[config.mk]
export PLATFORM = sky130hd
export DESIGN_NAME = sar_converter_sequencer
export DESIGN_NICKNAME = d
export VERILOG_FILES = /design/src/hdl/sar_prescaler.v /design/src/hdl/sar_search.v /design/src/hdl/sar_converter_sequencer.v
export VERILOG_INCLUDE_DIRS = /design/src /design/src/hdl
export SDC_FILE = /design/constraint.sdc
export NUM_CORES = 1
export LEC_CHECK = 0
export ABC_AREA = 1
export BUFFER_PORTS_ARGS = -buffer_cell sky130_fd_sc_hd__buf_2
export CAP_MARGIN = 0
export CORE_MARGIN = 3
export CORE_UTILIZATION = 40
export DETAILED_ROUTE_END_ITERATION = 7
export SLEW_MARGIN = 25
export SYNTH_ARGS = -nofsm -noshare
export SYNTH_HDL_FRONTEND = slang
export SYNTH_HIERARCHICAL = 1
export SYNTH_SLANG_ARGS = --single-unit
export TNS_END_PERCENT = 10
[constraint.sdc]
create_clock -name REF_CLK_IN -period 5.7 [get_ports REF_CLK_IN]
set_input_delay 1.14 -clock REF_CLK_IN [delete_from_list [all_inputs] [get_ports REF_CLK_IN]]
set_output_delay 1.14 -clock REF_CLK_IN [all_outputs]
set_load 0.01 [all_outputs]
[src/hdl/sar_seq_defs.vh]
// offsets, field positions, reset values and timing counts for the sequencer
`ifndef SAR_SEQ_DEFS_VH
`define SAR_SEQ_DEFS_VH
// ===========================================================
// register word offsets (each block spans 16 bytes)
`define REG_BLOCK_BYTES 16
`define OFF_CTRL_TWO 4'h2
`define OFF_CTRL_THREE 4'h3
`define OFF_CTRL_FOUR 4'h4
`define OFF_CTRL_FIVE 4'h5
`define OFF_STATUS 4'h6
`define OFF_TEST 4'h7
`define OFF_RESULT_SEL 4'h8
`define OFF_RESULT_DATA 4'ha
// ===========================================================
// field positions
`define CT2_PWR_UP 7
`define CT2_STOP_IN_WAIT 6
`define CT2_JUSTIFY_RIGHT 5
`define CT3_FREEZE_HI 1
`define CT3_FREEZE_LO 0
`define CT3_LEN_ONE 2
`define CT4_RES10 7
`define CT4_SAMPLE_HI 6
`define CT4_SAMPLE_LO 5
`define CT4_PRESCALE_HI 4
`define CT4_PRESCALE_LO 0
`define CT5_LEN_EIGHT 6
`define CT5_SCAN 5
`define CT5_MULT 4
`define CT5_CHAN_HI 2
`define CT5_CHAN_LO 0
`define TEST_RESET_BIT 0
// ===========================================================
// reset values
`define CT2_RESET 8'h00
`define CT3_RESET 8'h00
`define CT4_RESET 8'h01
`define CT5_RESET 8'h00
// ===========================================================
// phase lengths in module clocks
`define SAMPLE_CAP_CLKS 2
`define SAMPLE_AMP_CLKS 4
`define CONV_CLKS_8BIT 10
`define CONV_CLKS_10BIT 12
// freeze selections
`define FRZ_IGNORE 2'h0
`define FRZ_FINISH 2'h2
`define FRZ_NOW 2'h3
`endif

[src/hdl/sar_prescaler.v]
// prescaler and fixed divide by two giving a module clock enable
`timescale 1ns/1ps
module sar_prescaler #(
  parameter WIDTH = 5
) (
  input wire clk_in,
  input wire rst_in,
  input wire ce_in,
  input wire run_in,
  input wire [WIDTH-1:0] ratio_in,
  output wire tick_out
);
  reg [WIDTH-1:0] count_reg;
  reg half_reg;
  wire wrap;
  // ratio field n divides by n+1, giving 1..32
  assign wrap = (count_reg >= ratio_in);
  // gated by the enable so a frozen divider cannot hold a tick high
  assign tick_out = run_in & wrap & half_reg & ce_in;
  always @(posedge clk_in or posedge rst_in) begin
    if (rst_in) begin
      count_reg <= {WIDTH{1'b0}};
      half_reg <= 1'b0;
    end else if (ce_in) begin
      if (!run_in) begin
        // held at zero while gated so restarts are clean
        count_reg <= {WIDTH{1'b0}};
        half_reg <= 1'b0;
      end else if (wrap) begin
        count_reg <= {WIDTH{1'b0}};
        half_reg <= ~half_reg;
      end else begin
        count_reg <= count_reg + {{(WIDTH-1){1'b0}}, 1'b1};
      end
    end
  end
endmodule

[src/hdl/sar_search.v]
// successive approximation engine driven by comparator decisions
`timescale 1ns/1ps
`include "sar_seq_defs.vh"
module sar_search #(
  parameter BITS = 10
) (
  input wire clk_in,
  input wire rst_in,
  input wire ce_in,
  input wire tick_in,
  input wire start_in,
  input wire abort_in,
  input wire res10_in,
  input wire comp_in,
  output wire [BITS-1:0] trial_out,
  output reg done_out,
  output wire [BITS-1:0] value_out
);
  reg [BITS-1:0] approx_reg;
  reg [BITS-1:0] probe_reg;
  reg [3:0] step_reg;
  reg busy_reg;
  wire [31:0] last_full;
  wire [3:0] last_step;
  assign last_full = res10_in ? (`CONV_CLKS_10BIT - 1) :
                                (`CONV_CLKS_8BIT - 1);
  assign last_step = last_full[3:0];
  assign trial_out = approx_reg | probe_reg;
  assign value_out = approx_reg;
  // the two extra clocks per conversion settle the dac before the first probe
  always @(posedge clk_in or posedge rst_in) begin
    if (rst_in) begin
      approx_reg <= {BITS{1'b0}};
      probe_reg <= {BITS{1'b0}};
      step_reg <= 4'h0;
      busy_reg <= 1'b0;
      done_out <= 1'b0;
    end else if (ce_in) begin
      done_out <= 1'b0;
      if (abort_in) begin
        busy_reg <= 1'b0;
        probe_reg <= {BITS{1'b0}};
      end else if (start_in) begin
        busy_reg <= 1'b1;
        step_reg <= 4'h0;
        approx_reg <= {BITS{1'b0}};
        probe_reg <= {BITS{1'b0}};
      end else if (busy_reg && tick_in) begin
        step_reg <= step_reg + 4'h1;
        if (step_reg == 4'h1) begin
          // both resolutions search from the top bit; 8-bit stops two early
          probe_reg <= {1'b1, {(BITS-1){1'b0}}};
        end else if (step_reg > 4'h1 && probe_reg != {BITS{1'b0}}) begin
          if (comp_in) approx_reg <= approx_reg | probe_reg;
          probe_reg <= probe_reg >> 1;
        end
        if (step_reg == last_step) begin
          busy_reg <= 1'b0;
          done_out <= 1'b1;
        end
      end
    end
  end
endmodule

[src/hdl/sar_converter_sequencer.v]
// control sequencer of an eight channel successive approximation converter
// ===========================================================
// Function
// - select exactly one of eight inputs for each sample
// - sample capacitor two clocks, then amplifier charge four clocks
// - third direct phase lasts 2, 4, 8 or 16 clocks
// - 8 or 10 bit; conversion 10 or 12 clocks
// - binary search, then load result in selected format
// - 5-bit modulus prescaler divides by 1 to 32
// - module clock is prescaler output divided by two
// - power-up bit cleared stops digital clocks and analog bias
// - stop powers the block down like a cleared power-up bit
// - wait powers down only when stop-in-wait bit set
// - power-up bit resets to zero, so block starts powered down
// - any power-down request abandons the running sequence
// - registers kept on power-up; software waits for bias to settle
// - registers accessible while powered down by power-up bit
// - no register access while powered down through wait
// - sample and conversion clocks gated when not active
// - freeze select: ignore, finish then halt, or halt now
// - frozen state held, registers accessible, resumes on debug release
// - module reset by system reset or test register reset bit
// - test reset keeps power-up bit and returns to idle
// - each instance presents a 16-byte register block
// - sequence-complete and per-result conversion-complete flags set
// - sequences of one, four or eight conversions
`timescale 1ns/1ps
module sar_converter_sequencer #(
  parameter RES_BITS = 10,
  parameter PRESCALE_WIDTH = 5
) (
  input wire REF_CLK_IN,
  input wire RST_IN,
  input wire CE_IN,
  input wire [3:0] ADDR_IN,
  input wire [7:0] WDATA_IN,
  input wire WR_IN,
  input wire RD_IN,
  output reg [7:0] RDATA_OUT,
  input wire STOP_IN,
  input wire WAIT_IN,
  input wire DEBUG_MODE_SIGNAL_IN,
  input wire COMP_IN,
  output reg [2:0] MUX_SEL_OUT,
  output reg MUX_EN_OUT,
  output reg SAMPLE_CAP_OUT,
  output reg AMP_CHARGE_OUT,
  output reg DIRECT_OUT,
  output wire [RES_BITS-1:0] DAC_TRIAL_OUT,
  output wire CONV_CLK_EN_OUT,
  output reg ANALOG_BIAS_EN_OUT,
  output wire BUSY_OUT
);
`include "sar_seq_defs.vh"
  // ===========================================================
  // states
  localparam S_IDLE = 3'h0;
  localparam S_CAP = 3'h1;
  localparam S_AMP = 3'h2;
  localparam S_DIRECT = 3'h3;
  localparam S_CONV = 3'h4;
  localparam S_STORE = 3'h5;

  reg [7:0] converter_control_two_reg;
  reg [7:0] converter_control_three_reg;
  reg [7:0] ctrl_four_reg;
  reg [7:0] ctrl_five_reg;
  reg [7:0] converter_test_register_reg;
  reg [2:0] rsel_reg;
  reg [15:0] result_mem [0:7];
  reg [7:0] conv_done_flags_reg;
  reg seq_done_flag_reg;
  reg [2:0] state_reg;
  reg [4:0] phase_cnt_reg;
  reg [2:0] conv_idx_reg;
  reg frozen_reg;
  reg finish_pend_reg;
  reg start_pulse_reg;
  reg rd_was_data_reg;

  wire powered;
  wire wait_down;
  wire mod_rst;
  wire tick;
  wire run_clk;
  wire acc_ok;
  wire sar_done;
  wire [RES_BITS-1:0] sar_value;
  wire [1:0] frz_sel;
  wire [4:0] direct_len;
  wire [3:0] seq_len;
  wire [2:0] chan_now;
  wire [15:0] fmt_value;
  wire abort;
  wire res10;
  wire freeze_now;
  wire freeze_next;
  wire seq_start_wr;

  assign res10 = ctrl_four_reg[`CT4_RES10];
  assign frz_sel = converter_control_three_reg[`CT3_FREEZE_HI:`CT3_FREEZE_LO];
  assign wait_down = WAIT_IN & converter_control_two_reg[`CT2_STOP_IN_WAIT];
  assign powered = converter_control_two_reg[`CT2_PWR_UP] & ~STOP_IN &
                   ~wait_down;
  assign abort = ~powered;
  assign mod_rst = converter_test_register_reg[`TEST_RESET_BIT];
  assign acc_ok = CE_IN & ~wait_down;
  assign freeze_now = DEBUG_MODE_SIGNAL_IN & (frz_sel == `FRZ_NOW);
  assign freeze_next = DEBUG_MODE_SIGNAL_IN & (frz_sel == `FRZ_FINISH);
  // prescaler runs only when powered and not frozen
  // a sequence start restarts the divider so the first phase is whole
  assign seq_start_wr = WR_IN & acc_ok & (ADDR_IN == `OFF_CTRL_FIVE) &
                        ~mod_rst;
  assign run_clk = powered & ~frozen_reg & ~freeze_now & ~seq_start_wr;
  assign CONV_CLK_EN_OUT = tick & (state_reg == S_CONV);
  assign BUSY_OUT = (state_reg != S_IDLE);
  // third phase 2 << smp: 2, 4, 8, 16
  assign direct_len = 5'h02 << ctrl_four_reg[`CT4_SAMPLE_HI:`CT4_SAMPLE_LO];
  assign seq_len = ctrl_five_reg[`CT5_LEN_EIGHT] ? 4'h8 :
                   converter_control_three_reg[`CT3_LEN_ONE] ? 4'h1 : 4'h4;
  assign chan_now = ctrl_five_reg[`CT5_MULT] ?
                    ctrl_five_reg[`CT5_CHAN_HI:`CT5_CHAN_LO] + conv_idx_reg :
                    ctrl_five_reg[`CT5_CHAN_HI:`CT5_CHAN_LO];
  assign fmt_value = ctrl_two_fmt(converter_control_two_reg[`CT2_JUSTIFY_RIGHT],
                                  res10, sar_value);

  function [15:0] ctrl_two_fmt;
    input right;
    input r10;
    input [RES_BITS-1:0] v;
    begin
      if (r10)
        ctrl_two_fmt = right ? {6'h00, v} : {v, 6'h00};
      else
        ctrl_two_fmt = right ? {8'h00, v[RES_BITS-1:2]} :
                               {v[RES_BITS-1:2], 8'h00};
    end
  endfunction

  sar_prescaler #(
    .WIDTH(PRESCALE_WIDTH)
  ) u_prescaler (
    .clk_in(REF_CLK_IN),
    .rst_in(RST_IN),
    .ce_in(CE_IN),
    .run_in(run_clk),
    .ratio_in(ctrl_four_reg[`CT4_PRESCALE_HI:`CT4_PRESCALE_LO]),
    .tick_out(tick)
  );

  sar_search #(
    .BITS(RES_BITS)
  ) u_search (
    .clk_in(REF_CLK_IN),
    .rst_in(RST_IN),
    .ce_in(CE_IN),
    .tick_in(tick),
    .start_in(start_pulse_reg),
    .abort_in(abort | mod_rst | seq_start_wr),
    .res10_in(res10),
    .comp_in(COMP_IN),
    .trial_out(DAC_TRIAL_OUT),
    .done_out(sar_done),
    .value_out(sar_value)
  );

  // ===========================================================
  // register file and sequencer
  // registers stay writable while powered down by the power-up bit or stop, not through wait
  always @(posedge REF_CLK_IN or posedge RST_IN) begin
    if (RST_IN) begin
      converter_control_two_reg <= `CT2_RESET;
      converter_control_three_reg <= `CT3_RESET;
      ctrl_four_reg <= `CT4_RESET;
      ctrl_five_reg <= `CT5_RESET;
      converter_test_register_reg <= 8'h00;
      rsel_reg <= 3'h0;
      conv_done_flags_reg <= 8'h00;
      seq_done_flag_reg <= 1'b0;
      state_reg <= S_IDLE;
      phase_cnt_reg <= 5'h00;
      conv_idx_reg <= 3'h0;
      frozen_reg <= 1'b0;
      finish_pend_reg <= 1'b0;
      start_pulse_reg <= 1'b0;
      RDATA_OUT <= 8'h00;
      rd_was_data_reg <= 1'b0;
      MUX_SEL_OUT <= 3'h0;
      MUX_EN_OUT <= 1'b0;
      SAMPLE_CAP_OUT <= 1'b0;
      AMP_CHARGE_OUT <= 1'b0;
      DIRECT_OUT <= 1'b0;
      ANALOG_BIAS_EN_OUT <= 1'b0;
    end else if (CE_IN) begin
      start_pulse_reg <= 1'b0;
      ANALOG_BIAS_EN_OUT <= powered;
      RDATA_OUT <= 8'h00;
      // test reset: all but the power-up bit, the test register, result select and results
      if (mod_rst) begin
        // the reset bit itself stays writable so software can end it
        if (WR_IN && acc_ok && ADDR_IN == `OFF_TEST)
          converter_test_register_reg <= WDATA_IN;
        converter_control_two_reg <= converter_control_two_reg &
                                     (8'h01 << `CT2_PWR_UP);
        converter_control_three_reg <= `CT3_RESET;
        ctrl_four_reg <= `CT4_RESET;
        ctrl_five_reg <= `CT5_RESET;
        conv_done_flags_reg <= 8'h00;
        seq_done_flag_reg <= 1'b0;
        state_reg <= S_IDLE;
        conv_idx_reg <= 3'h0;
        frozen_reg <= 1'b0;
        finish_pend_reg <= 1'b0;
      end else begin
        // freeze tracking
        if (!DEBUG_MODE_SIGNAL_IN || frz_sel == `FRZ_IGNORE) begin
          frozen_reg <= 1'b0;
          finish_pend_reg <= 1'b0;
        end else if (freeze_now) begin
          frozen_reg <= 1'b1;
        end else if (freeze_next) begin
          finish_pend_reg <= 1'b1;
        end
        if (abort) begin
          state_reg <= S_IDLE;
        end else if (tick) begin
          case (state_reg)
            S_IDLE: begin
              phase_cnt_reg <= 5'h00;
            end
            S_CAP: begin
              if (phase_cnt_reg == `SAMPLE_CAP_CLKS - 1) begin
                phase_cnt_reg <= 5'h00;
                state_reg <= S_AMP;
              end else begin
                phase_cnt_reg <= phase_cnt_reg + 5'h01;
              end
            end
            S_AMP: begin
              if (phase_cnt_reg == `SAMPLE_AMP_CLKS - 1) begin
                phase_cnt_reg <= 5'h00;
                state_reg <= S_DIRECT;
              end else begin
                phase_cnt_reg <= phase_cnt_reg + 5'h01;
              end
            end
            S_DIRECT: begin
              if (phase_cnt_reg == direct_len - 5'h01) begin
                phase_cnt_reg <= 5'h00;
                state_reg <= S_CONV;
                start_pulse_reg <= 1'b1;
              end else begin
                phase_cnt_reg <= phase_cnt_reg + 5'h01;
              end
            end
            S_CONV: begin
            end
            default: state_reg <= S_IDLE;
          endcase
        end
        if (!abort && state_reg == S_CONV && sar_done)
          state_reg <= S_STORE;
        if (!abort && state_reg == S_STORE) begin
          result_mem[conv_idx_reg] <= fmt_value;
          conv_done_flags_reg[conv_idx_reg] <= 1'b1;
          if ({1'b0, conv_idx_reg} == seq_len - 4'h1) begin
            seq_done_flag_reg <= 1'b1;
            conv_idx_reg <= 3'h0;
            state_reg <= ctrl_five_reg[`CT5_SCAN] ? S_CAP : S_IDLE;
          end else begin
            conv_idx_reg <= conv_idx_reg + 3'h1;
            state_reg <= S_CAP;
          end
          // finish-then-halt freezes before the next sample
          if (finish_pend_reg || freeze_next)
            frozen_reg <= 1'b1;
        end
        // writes into the 16-byte block
        if (WR_IN && acc_ok) begin
          case (ADDR_IN)
            `OFF_CTRL_TWO: converter_control_two_reg <= WDATA_IN;
            `OFF_CTRL_THREE: converter_control_three_reg <= WDATA_IN;
            `OFF_CTRL_FOUR: ctrl_four_reg <= WDATA_IN;
            `OFF_CTRL_FIVE: begin
              ctrl_five_reg <= WDATA_IN;
              conv_idx_reg <= 3'h0;
              state_reg <= powered ? S_CAP : S_IDLE;
              phase_cnt_reg <= 5'h00;
              // a store in this very cycle keeps its flags: set wins
              if (abort || state_reg != S_STORE) begin
                seq_done_flag_reg <= 1'b0;
                conv_done_flags_reg <= 8'h00;
              end
            end
            `OFF_TEST: converter_test_register_reg <= WDATA_IN;
            `OFF_RESULT_SEL: rsel_reg <= WDATA_IN[2:0];
            default: ;
          endcase
        end
        // reads; none served while in wait power down
        if (RD_IN && acc_ok) begin
          case (ADDR_IN)
            `OFF_CTRL_TWO: RDATA_OUT <= converter_control_two_reg;
            `OFF_CTRL_THREE: RDATA_OUT <= converter_control_three_reg;
            `OFF_CTRL_FOUR: RDATA_OUT <= ctrl_four_reg;
            `OFF_CTRL_FIVE: RDATA_OUT <= ctrl_five_reg;
            `OFF_STATUS: RDATA_OUT <= {seq_done_flag_reg, 1'b0,
                                       BUSY_OUT, frozen_reg, 1'b0,
                                       conv_idx_reg};
            `OFF_TEST: RDATA_OUT <= converter_test_register_reg;
            `OFF_RESULT_SEL: RDATA_OUT <= conv_done_flags_reg;
            `OFF_RESULT_DATA: RDATA_OUT <= result_mem[rsel_reg][15:8];
            `OFF_RESULT_DATA + 4'h1: RDATA_OUT <= result_mem[rsel_reg][7:0];
            default: RDATA_OUT <= 8'h00;
          endcase
        end
      end
      // analog front end strobes, registered
      MUX_SEL_OUT <= chan_now;
      MUX_EN_OUT <= (state_reg == S_CAP) || (state_reg == S_DIRECT);
      SAMPLE_CAP_OUT <= (state_reg == S_CAP);
      AMP_CHARGE_OUT <= (state_reg == S_AMP);
      DIRECT_OUT <= (state_reg == S_DIRECT);
    end
  end
endmodule

==> results of run 1 <==
## path summary, 6_finish.rpt
path / startpoint / to / slack, ns / depth (start not counted)
min in group asynchronous: RST_IN / u_prescaler/count_reg[4] / 0.54 / 2
worst min-delay path: u_prescaler/half_reg / u_prescaler/half_reg / 0.47 / 2
max in group asynchronous: RST_IN / rsel_reg[0] / 3.88 / 3
worst max-delay path: ADDR_IN[3] / CONV_CLK_EN_OUT / 1.43 / 14
worst min register to register: u_prescaler/half_reg / u_prescaler/half_reg / 0.47 / 2
worst max register to register: converter_test_register_reg[0] / u_search/value_out[7] / 2.67 / 13
## routing by layer
layer,routed length [um],up-vias
met3,1540,64
met1,13200,4248
met4,1020,0
met5,0,-
met2,14400,253
li1,-,4241
## worst reg2reg max path: cells and delay by family, from the launching register on
kind          cells  cell delay (ns)
buf+inv           1             0.12
flops             1             0.77
simple gates     12             2.02
## cell usage after synthesis (all sizes together)
cell	n	area share
fa	1	0.0018
nor3	10	0.0067
nand2	277	0.095
clkinv	3	0.00099
o2111ai	1	0.00077
o22ai	7	0.0038
dfstp	1	0.0023
nor2	191	0.068
nand4	32	0.018
o21ai	135	0.060
o31ai	1	0.00066
dfrtp	113	0.25
o211ai	28	0.018
xor2	7	0.0054
o221ai	1	0.00077
o41ai	1	0.00077
a31oi	2	0.0016
inv	107	0.035
a21oi	12	0.0062
nand3b	3	0.0020
ha	13	0.014
o21bai	1	0.00066
or2	10	0.0055
clkbuf	22	0.0081
a22oi	1	0.00066
nand3	97	0.044
and2	1	0.00077
and3	1	0.00055
o21a	2	0.0013
buf	19	0.010
a211oi	1	0.00066
xnor2	2	0.0015
edfxtp	128	0.34
## cell type report
| class | count | area share |
|---|---|---|
| Sequential cell | 242 | 0.517 |
| Timing Repair Buffer | 62 | 0.0266 |
| Inverter | 110 | 0.0320 |
| Clock inverter | 13 | 0.0142 |
| Multi-Input combinational cell | 838 | 0.317 |
| Tap cell | 378 | 0.0365 |
| Clock buffer | 34 | 0.0572 |
## power breakdown
group | total [mW] | switching [mW] | internal [mW]
Sequential | 2.12 | 0.165 | 1.96
Clock | 1.80 | 0.701 | 1.10
Combinational | 0.729 | 0.496 | 0.233
Total | 4.66 | 1.36 | 3.29
## metrics by stage
| stage | power [mW] | instances | hold WS, ns |
|---|---|---|---|
| final | 4.66 | 1677 | 0.473 |
| after global routing | 4.88 | 1677 | 0.507 |
| after CTS | 4.69 | 1677 | 0.474 |
| after detailed placement | 2.88 | 1630 | 0.461 |
| after global placement | 2.87 | 1630 | 0.457 |
| after floorplan | 2.64 | 1231 | 0.442 |
## logic make-up (layout without fill, tap and decap cells)
logic type	after synthesis	after routing	share of synthesized area
adders and majority gates	14	14	0.0160
DFF	242	242	0.586
buffers and inverters	151	219	0.0545
and+or+nand+nor	622	622	0.240
xor gates and xnor gates	9	9	0.00690
AOI/OAI and AO/OA	193	193	0.0968
==> reports/metrics.cfg, run 1 <==
[floorplanning]
die_w_um=175
io_pins=49
die_area_um2=30600
rows=61
die_h_um=175
initial_core_util=0.409
core-area_um2=27900

[cts]
htreeDepth=1
cts_buffers=27
cts_tree=built
clockBufferDepth=3
cts_num_sinks=242
cts_resized=0
cts-root-buf=clkbuf_16
holdBufCountCts=0
clk-insertion-delay-late_ns=0.55
clk_pin_slew_ns=0.05
post-cts-setup-buffer-count=0

[logic_synthesis]
synth_cells=1231
ys_ff_latch=242
synth_cell_types=51
syn_nets=1266
seq_area_frac_synth=0.586
yosysWarnings=6
syn_avg_cell_area_um2=9.28
syn_area_um2=11400

[worst_setup_path]
cp-end-kind=output port
cp-start-kind=input pin
slowest_delay_ns=0.38
worst-path-buf-inv=5
crit_path_top_delay_cell=nor2_1
critical_path_class=in -> out
crit_arrival_ns=3.13
crit_family=simple AND/OR/NAND/NOR gates
worst_ep_required_time_ns=4.56
crit_fanout=9
crit_chain=buf_2, inv_1, nand2_2, nor3_4, nand2_2, nor2_1, nor3_1, nand2_1, inv_1, nand2_1, nor2_1, inv_1, nor2_1, buf_2

[placed_design]
place_congestion=0.838
dp_slack_ns=1.49
io_buffers=48
detailed_place_hpwl_mm=20.6
dpl_cell_area_um2=12000

[cells_and_area]
area_growth_pct=13.5
multi_input_area_um2=4110
largest_reg_flops=128
design_area_um2=13000
diodes=0
fill_cells=2679
nets=1316
final_cell_mix=nand2_1, nor2_1, edfxtp_1
finish.utilization=0.464
drive_gt1_frac=0.125
final_common_cell=nand2_1
regArea_um2=6700

[grt]
grt_pass1_vias=8638
grt_pass1_wl_mm=47.6
grt_util_all_layers=0.197
met3_usage=0.0317
grt_max_degree=66
grt_overflow=0
grtUsageMet1=0.263
top_usage_layer=met2
gr-usage-met2=0.328
antenna_found_initial=0

[sta]
tightestPinTransition_ns=1.08
finalHoldViolCount=0
final.setup_skew_ns=0.0150
setup_viol=0
min_period_ns=4.27
slew_headroom=0.280
timing.fmax_mhz=234
finalCritPeriodShare=0.748
finalSetupTns_ns=0
slew_violations=0
rsz0062_at_grt=no
setup_ws_ns=1.43

[drt]
first_pass_iters=6
vias=8806
drc=0
drtAntennaViolNets=0
drt-total-wl_mm=30.2
wl_per_cell_um=18.0
drt_iter0_markers=720
vias_per_cell=5.25

[status]
status=completed

[run]
cap_violations=0

[power_and_ir_drop]
peakVddDrop_mv=0.237
leakagePower_nw=5.57
p_per_area_nw_per_um2=359

[hold_path]
hp-class=reg -> reg

(Power assumes the default switching activity.)
==> inputs of run 2 (changes only) <==
==> constraint.sdc (replaced) <==
create_clock -name REF_CLK_IN -period 4.3 [get_ports REF_CLK_IN]
set_input_delay 0.86 -clock REF_CLK_IN [delete_from_list [all_inputs] [get_ports REF_CLK_IN]]
set_output_delay 0.86 -clock REF_CLK_IN [all_outputs]
set_load 0.01 [all_outputs]
==> run 2 against run 1 <==
  * Register-to-register slack lost 1.2 ns
  * Total power grew 31%
  * Sequential power rose by 33%
  * Clock skew grew 0.017 ns
  * Count of clock-buffer cells in the layout increased by 9
  * Critical path depth rose by 2
  * Cell area up 0.24%
  * First-iteration DRC count increased by 0.56%
==> reports/metrics.cfg, run 2 (same netlist as run 1, synthesis figures left out) <==
[status]
status=completed

[grt]
grt_overflow=0
antenna_found_initial=0
grt_util_all_layers=0.198
grt_max_degree=66
grt_pass1_wl_mm=47.8
grt_pass1_vias=8441

[placed_design]
io_buffers=48
dp_slack_ns=0.808
dpl_cell_area_um2=12100
dp.cells=1635
place_congestion=0.883
detailed_place_hpwl_mm=20.4

[cells_and_area]
final_common_cell=nand2_1
diodes=0
finalNonFillerCells=1684
fill_cells=2649
area_growth_pct=13.7
nets=1321
final_cell_mix=nand2_1, nor2_1, edfxtp_1
drive_gt1_frac=0.126
design_area_um2=13000
finish.utilization=0.465
largest_reg_flops=128

[worst_setup_path]
slowest_delay_ns=0.26
crit_family=simple AND/OR/NAND/NOR gates
crit_path_top_delay_cell=nor3_1
worst-path-buf-inv=7
crit_fanout=9
crit_chain=buf_2, inv_1, nand2_2, nor3_4, buf_4, nand2_2, nor2_1, nor3_1, nand2_1, inv_1, nand2_1, nor2_1, buf_4, inv_1, nor2_1, buf_2
critical_path_class=in -> out
cp-end-kind=output port
worst_ep_required_time_ns=3.44
cp-start-kind=input pin
crit_arrival_ns=2.63

[sta]
tightestPinTransition_ns=1.04
finalSetupTns_ns=0
finalCritPeriodShare=0.813
timing.fmax_mhz=286
setup_ws_ns=0.806
final.setup_skew_ns=0.0316
min_period_ns=3.49
rsz0062_at_grt=no
setup_viol=0
finalHoldViolCount=0
slew_headroom=0.298
whs_ns=0.285
slew_violations=0

[drt]
wl_per_cell_um=18.0
drt_iter0_markers=724
drt-total-wl_mm=30.3
drtAntennaViolNets=0
vias=8805
drc=0
first_pass_iters=5
vias_per_cell=5.23

[cts]
htreeDepth=1
cts_resized=0
post-cts-setup-buffer-count=0
cts_buffers=27
holdBufCountCts=0
clk-insertion-delay-late_ns=0.55
cts_num_sinks=242
cts-root-buf=clkbuf_16
clk_pin_slew_ns=0.05
clockBufferDepth=3
cts_tree=built

[floorplanning]
die_w_um=175
initial_core_util=0.409
io_pins=49
core-area_um2=27900
die_h_um=175
die_area_um2=30600
rows=61

[hold_path]
hp-class=in -> async

[power_and_ir_drop]
peakVddDrop_mv=0.304
finalPower_mw=6.09
leakagePower_nw=5.59
seqPwrFrac=0.463
p_switching_mw=1.78
pwr-share-comb=0.157
p_sw_frac=0.292
power_frac_clock=0.381
p_per_area_nw_per_um2=469
p_int_mw=4.31

[run]
cap_violations=0

==> run 2: cell count changes in the layout (fill, tap and decap cells not counted), moves of 2 or more <==
cell / delta
bufinv_16: -2
clkbuf_1: +7
clkinv_2: -3
buf_4: +4
==> run 2: path summary, 6_finish.rpt <==
kind	from	to	depth (start not counted)	slack (ns)
hold reg to reg	RDATA_OUT[5]	RDATA_OUT[5]	2	0.47
max in group asynchronous	RST_IN	rsel_reg[0]	3	2.67
hold / removal	RST_IN	u_prescaler/count_reg[1]	2	0.29
setup / recovery	ADDR_IN[3]	CONV_CLK_EN_OUT	16	0.81
min in group REF_CLK_IN	RDATA_OUT[5]	RDATA_OUT[5]	2	0.47
setup reg to reg	converter_control_two_reg[6]	phase_cnt_reg[3]	17	1.49
==> run 2: power groups by stage <==
stage | logic (mW) | clock network [mW] | registers, mW
6_report | 0.955 | 2.32 | 2.82
5_1_grt | 1.09 | 2.45 | 2.84
4_1_cts | 0.958 | 2.36 | 2.81
3_5_place_dp | 0.951 | 0 | 2.86
3_3_place_gp | 0.939 | 0 | 2.86
2_1_floorplan | 0.746 | 0 | 2.75
==> run 2: area by class of cell <==
type	instances	area (um2)	share of cell area
Sequential cell	242	6700	0.515
Timing Repair Buffer	67	395	0.0304
Inverter	110	418	0.0322
Clock inverter	6	95.1	0.00732
Clock buffer	43	807	0.0621
Multi-Input combinational cell	838	4110	0.316
Tap cell	378	473	0.0364
==> run 2: worst register-to-register path: stages, from the launching register on <==
cell and delay, ns:
dfrtp_1 0.44, nand2_1 0.20, inv_1 0.09, nor2_1 0.07, nand2_2 0.11, nor2_1 0.07
nor3_1 0.26, nand2_1 0.09, inv_1 0.11, nand2_1 0.06, nor2_1 0.08, buf_4 0.15
nand4_1 0.12, nor2_1 0.40, nand3b_1 0.18, xnor2_1 0.16, nand3_1 0.07, nand2_1 0.05
==> run 2: metal layers <==
metal	share of wire	global-route usage	vias to the layer above
met5	0	0	-
met4	0.030	0.0645	0
met3	0.047	0.0211	57
met2	0.47	0.323	245
met1	0.45	0.278	4229
li1	-	-	4274
==> inputs of run 3 (changes only) <==
==> constraint.sdc (replaced) <==
create_clock -name REF_CLK_IN -period 3.2 [get_ports REF_CLK_IN]
set_input_delay 0.64 -clock REF_CLK_IN [delete_from_list [all_inputs] [get_ports REF_CLK_IN]]
set_output_delay 0.64 -clock REF_CLK_IN [all_outputs]
set_load 0.01 [all_outputs]
==> run 3 against run 2 <==
  * Sequential power rose by 34%
  * Cell area rose by 1.7%
  * Utilization rose by 0.81 points
  * Critical endpoint unchanged
==> reports/metrics.cfg, run 3 (same netlist as run 1, synthesis figures left out) <==
[power_and_ir_drop]
p_per_area_nw_per_um2=626
pwr-share-comb=0.162
p_switching_mw=2.43
leakagePower_nw=5.69
p_sw_frac=0.293
seqPwrFrac=0.456
p_int_mw=5.85
peakVddDrop_mv=0.348
power_frac_clock=0.382
finalPower_mw=8.27

[cells_and_area]
drive_gt1_frac=0.140
area_growth_pct=15.7
nets=1336
design_area_um2=13200
final_cell_mix=nand2_1, nor2_1, edfxtp_1
largest_reg_flops=128
final_common_cell=nand2_1
diodes=0

[floorplanning]
die_w_um=175
rows=61
die_h_um=175
core-area_um2=27900
initial_core_util=0.409
io_pins=49
die_area_um2=30600

[sta]
finalHoldViolCount=0
slew_headroom=0.338
final.setup_skew_ns=0.0225
tightestPinTransition_ns=0.983
timing.fmax_mhz=330
rsz0062_at_grt=no
finalSetupTns_ns=0
min_period_ns=3.03
setup_viol=0
slew_violations=0
finalCritPeriodShare=0.946
setup_ws_ns=0.172

[worst_setup_path]
crit_start=converter_control_two_reg[6]
crit_arrival_ns=2.39
worstReg2RegStart=converter_control_two_reg[6]
cp-start-kind=register
critical_path_class=reg -> out
worst_ep_required_time_ns=2.56
crit_fanout=4
cp-end-kind=output port
rr_worst_depth=17

[cts]
cts_num_sinks=242
cts_buffers=28
cts-root-buf=clkbuf_16
holdBufCountCts=0
cts_tree=built
htreeDepth=1
clk_pin_slew_ns=0.06
clockBufferDepth=3
clk-insertion-delay-late_ns=0.53

[drt]
wl_per_cell_um=18.2
vias=8910
first_pass_iters=5
drt-total-wl_mm=31.0
drt_iter0_markers=930
drc=0
drtAntennaViolNets=0
vias_per_cell=5.24

[status]
status=completed

[grt]
grt_overflow=0
grt_util_all_layers=0.202
antenna_found_initial=0
grt_max_degree=65
grt_pass1_wl_mm=49.0
grt_pass1_vias=8612

[placed_design]
detailed_place_hpwl_mm=21.2
dpl_cell_area_um2=12300
dp_slack_ns=0.169
place_congestion=0.886
io_buffers=48

[hold_path]
hp-class=in -> async

[run]
cap_violations=0

## run 3: cell type report
cell class | instances | area, um2
Multi-Input combinational cell | 838 | 4120
Inverter | 110 | 417
Clock inverter | 17 | 158
Tap cell | 378 | 473
Fill cell | 2723 | 14700
Timing Repair Buffer | 81 | 601
Clock buffer | 34 | 754
Sequential cell | 242 | 6700
## run 3: power by group through the flow
stage                     Sequential [mW]  Combinational [mW]  Clock, mW
after floorplan                      3.70                1.00          0
after global placement               3.83                1.32          0
after detailed placement             3.83                1.34          0
after CTS                            3.76                1.35       3.21
after global routing                 3.81                1.53       3.35
final                                3.77                1.34       3.16
## run 3: layer usage
layer	track usage	share of wire	wire length [um]	vias up
li1	-	-	-	4299
met1	0.287	0.46	14100	4324
met2	0.330	0.47	14500	227
met3	0.0222	0.048	1480	60
met4	0.0585	0.027	849	0
met5	0	0	0	-
## run 3: metrics by stage
stage	utilization	std cells	hold WS [ns]
3_5_place_dp	0.440	1647	0.461
3_3_place_gp	0.440	1647	0.459
5_1_grt	0.473	1700	0.0633
6_report	0.473	1700	0.0526
4_1_cts	0.472	1698	0.0407
2_1_floorplan	-	1231	0.431
## run 3: path summary, 6_finish.rpt
check	to	slack, ns
worst max register to register	phase_cnt_reg[3]	0.56
worst min register to register	RDATA_OUT[4]	0.47
worst min-delay path	u_prescaler/half_reg	0.05
min in group REF_CLK_IN	rsel_reg[2]	0.38
max in group asynchronous	rsel_reg[0]	1.80
worst max-delay path	CONV_CLK_EN_OUT	0.17
## run 3: worst max-delay path: stages, from the launching register on
cell,delay (ns)
dfrtp_2,0.45
nand2_2,0.12
inv_1,0.06
nor2_2,0.15
nand2_2,0.11
nor2_1,0.18
nor3_2,0.08
nand2_1,0.10
inv_2,0.05
nand2_1,0.09
nor2_2,0.04
buf_4,0.14
inv_1,0.10
nor2_1,0.05
buf_2,0.13
## run 3: what timing repair did
item,in CTS,in global routing
buffers inserted,0,2
setup endpoints to repair,0,2
resized for setup,0,6
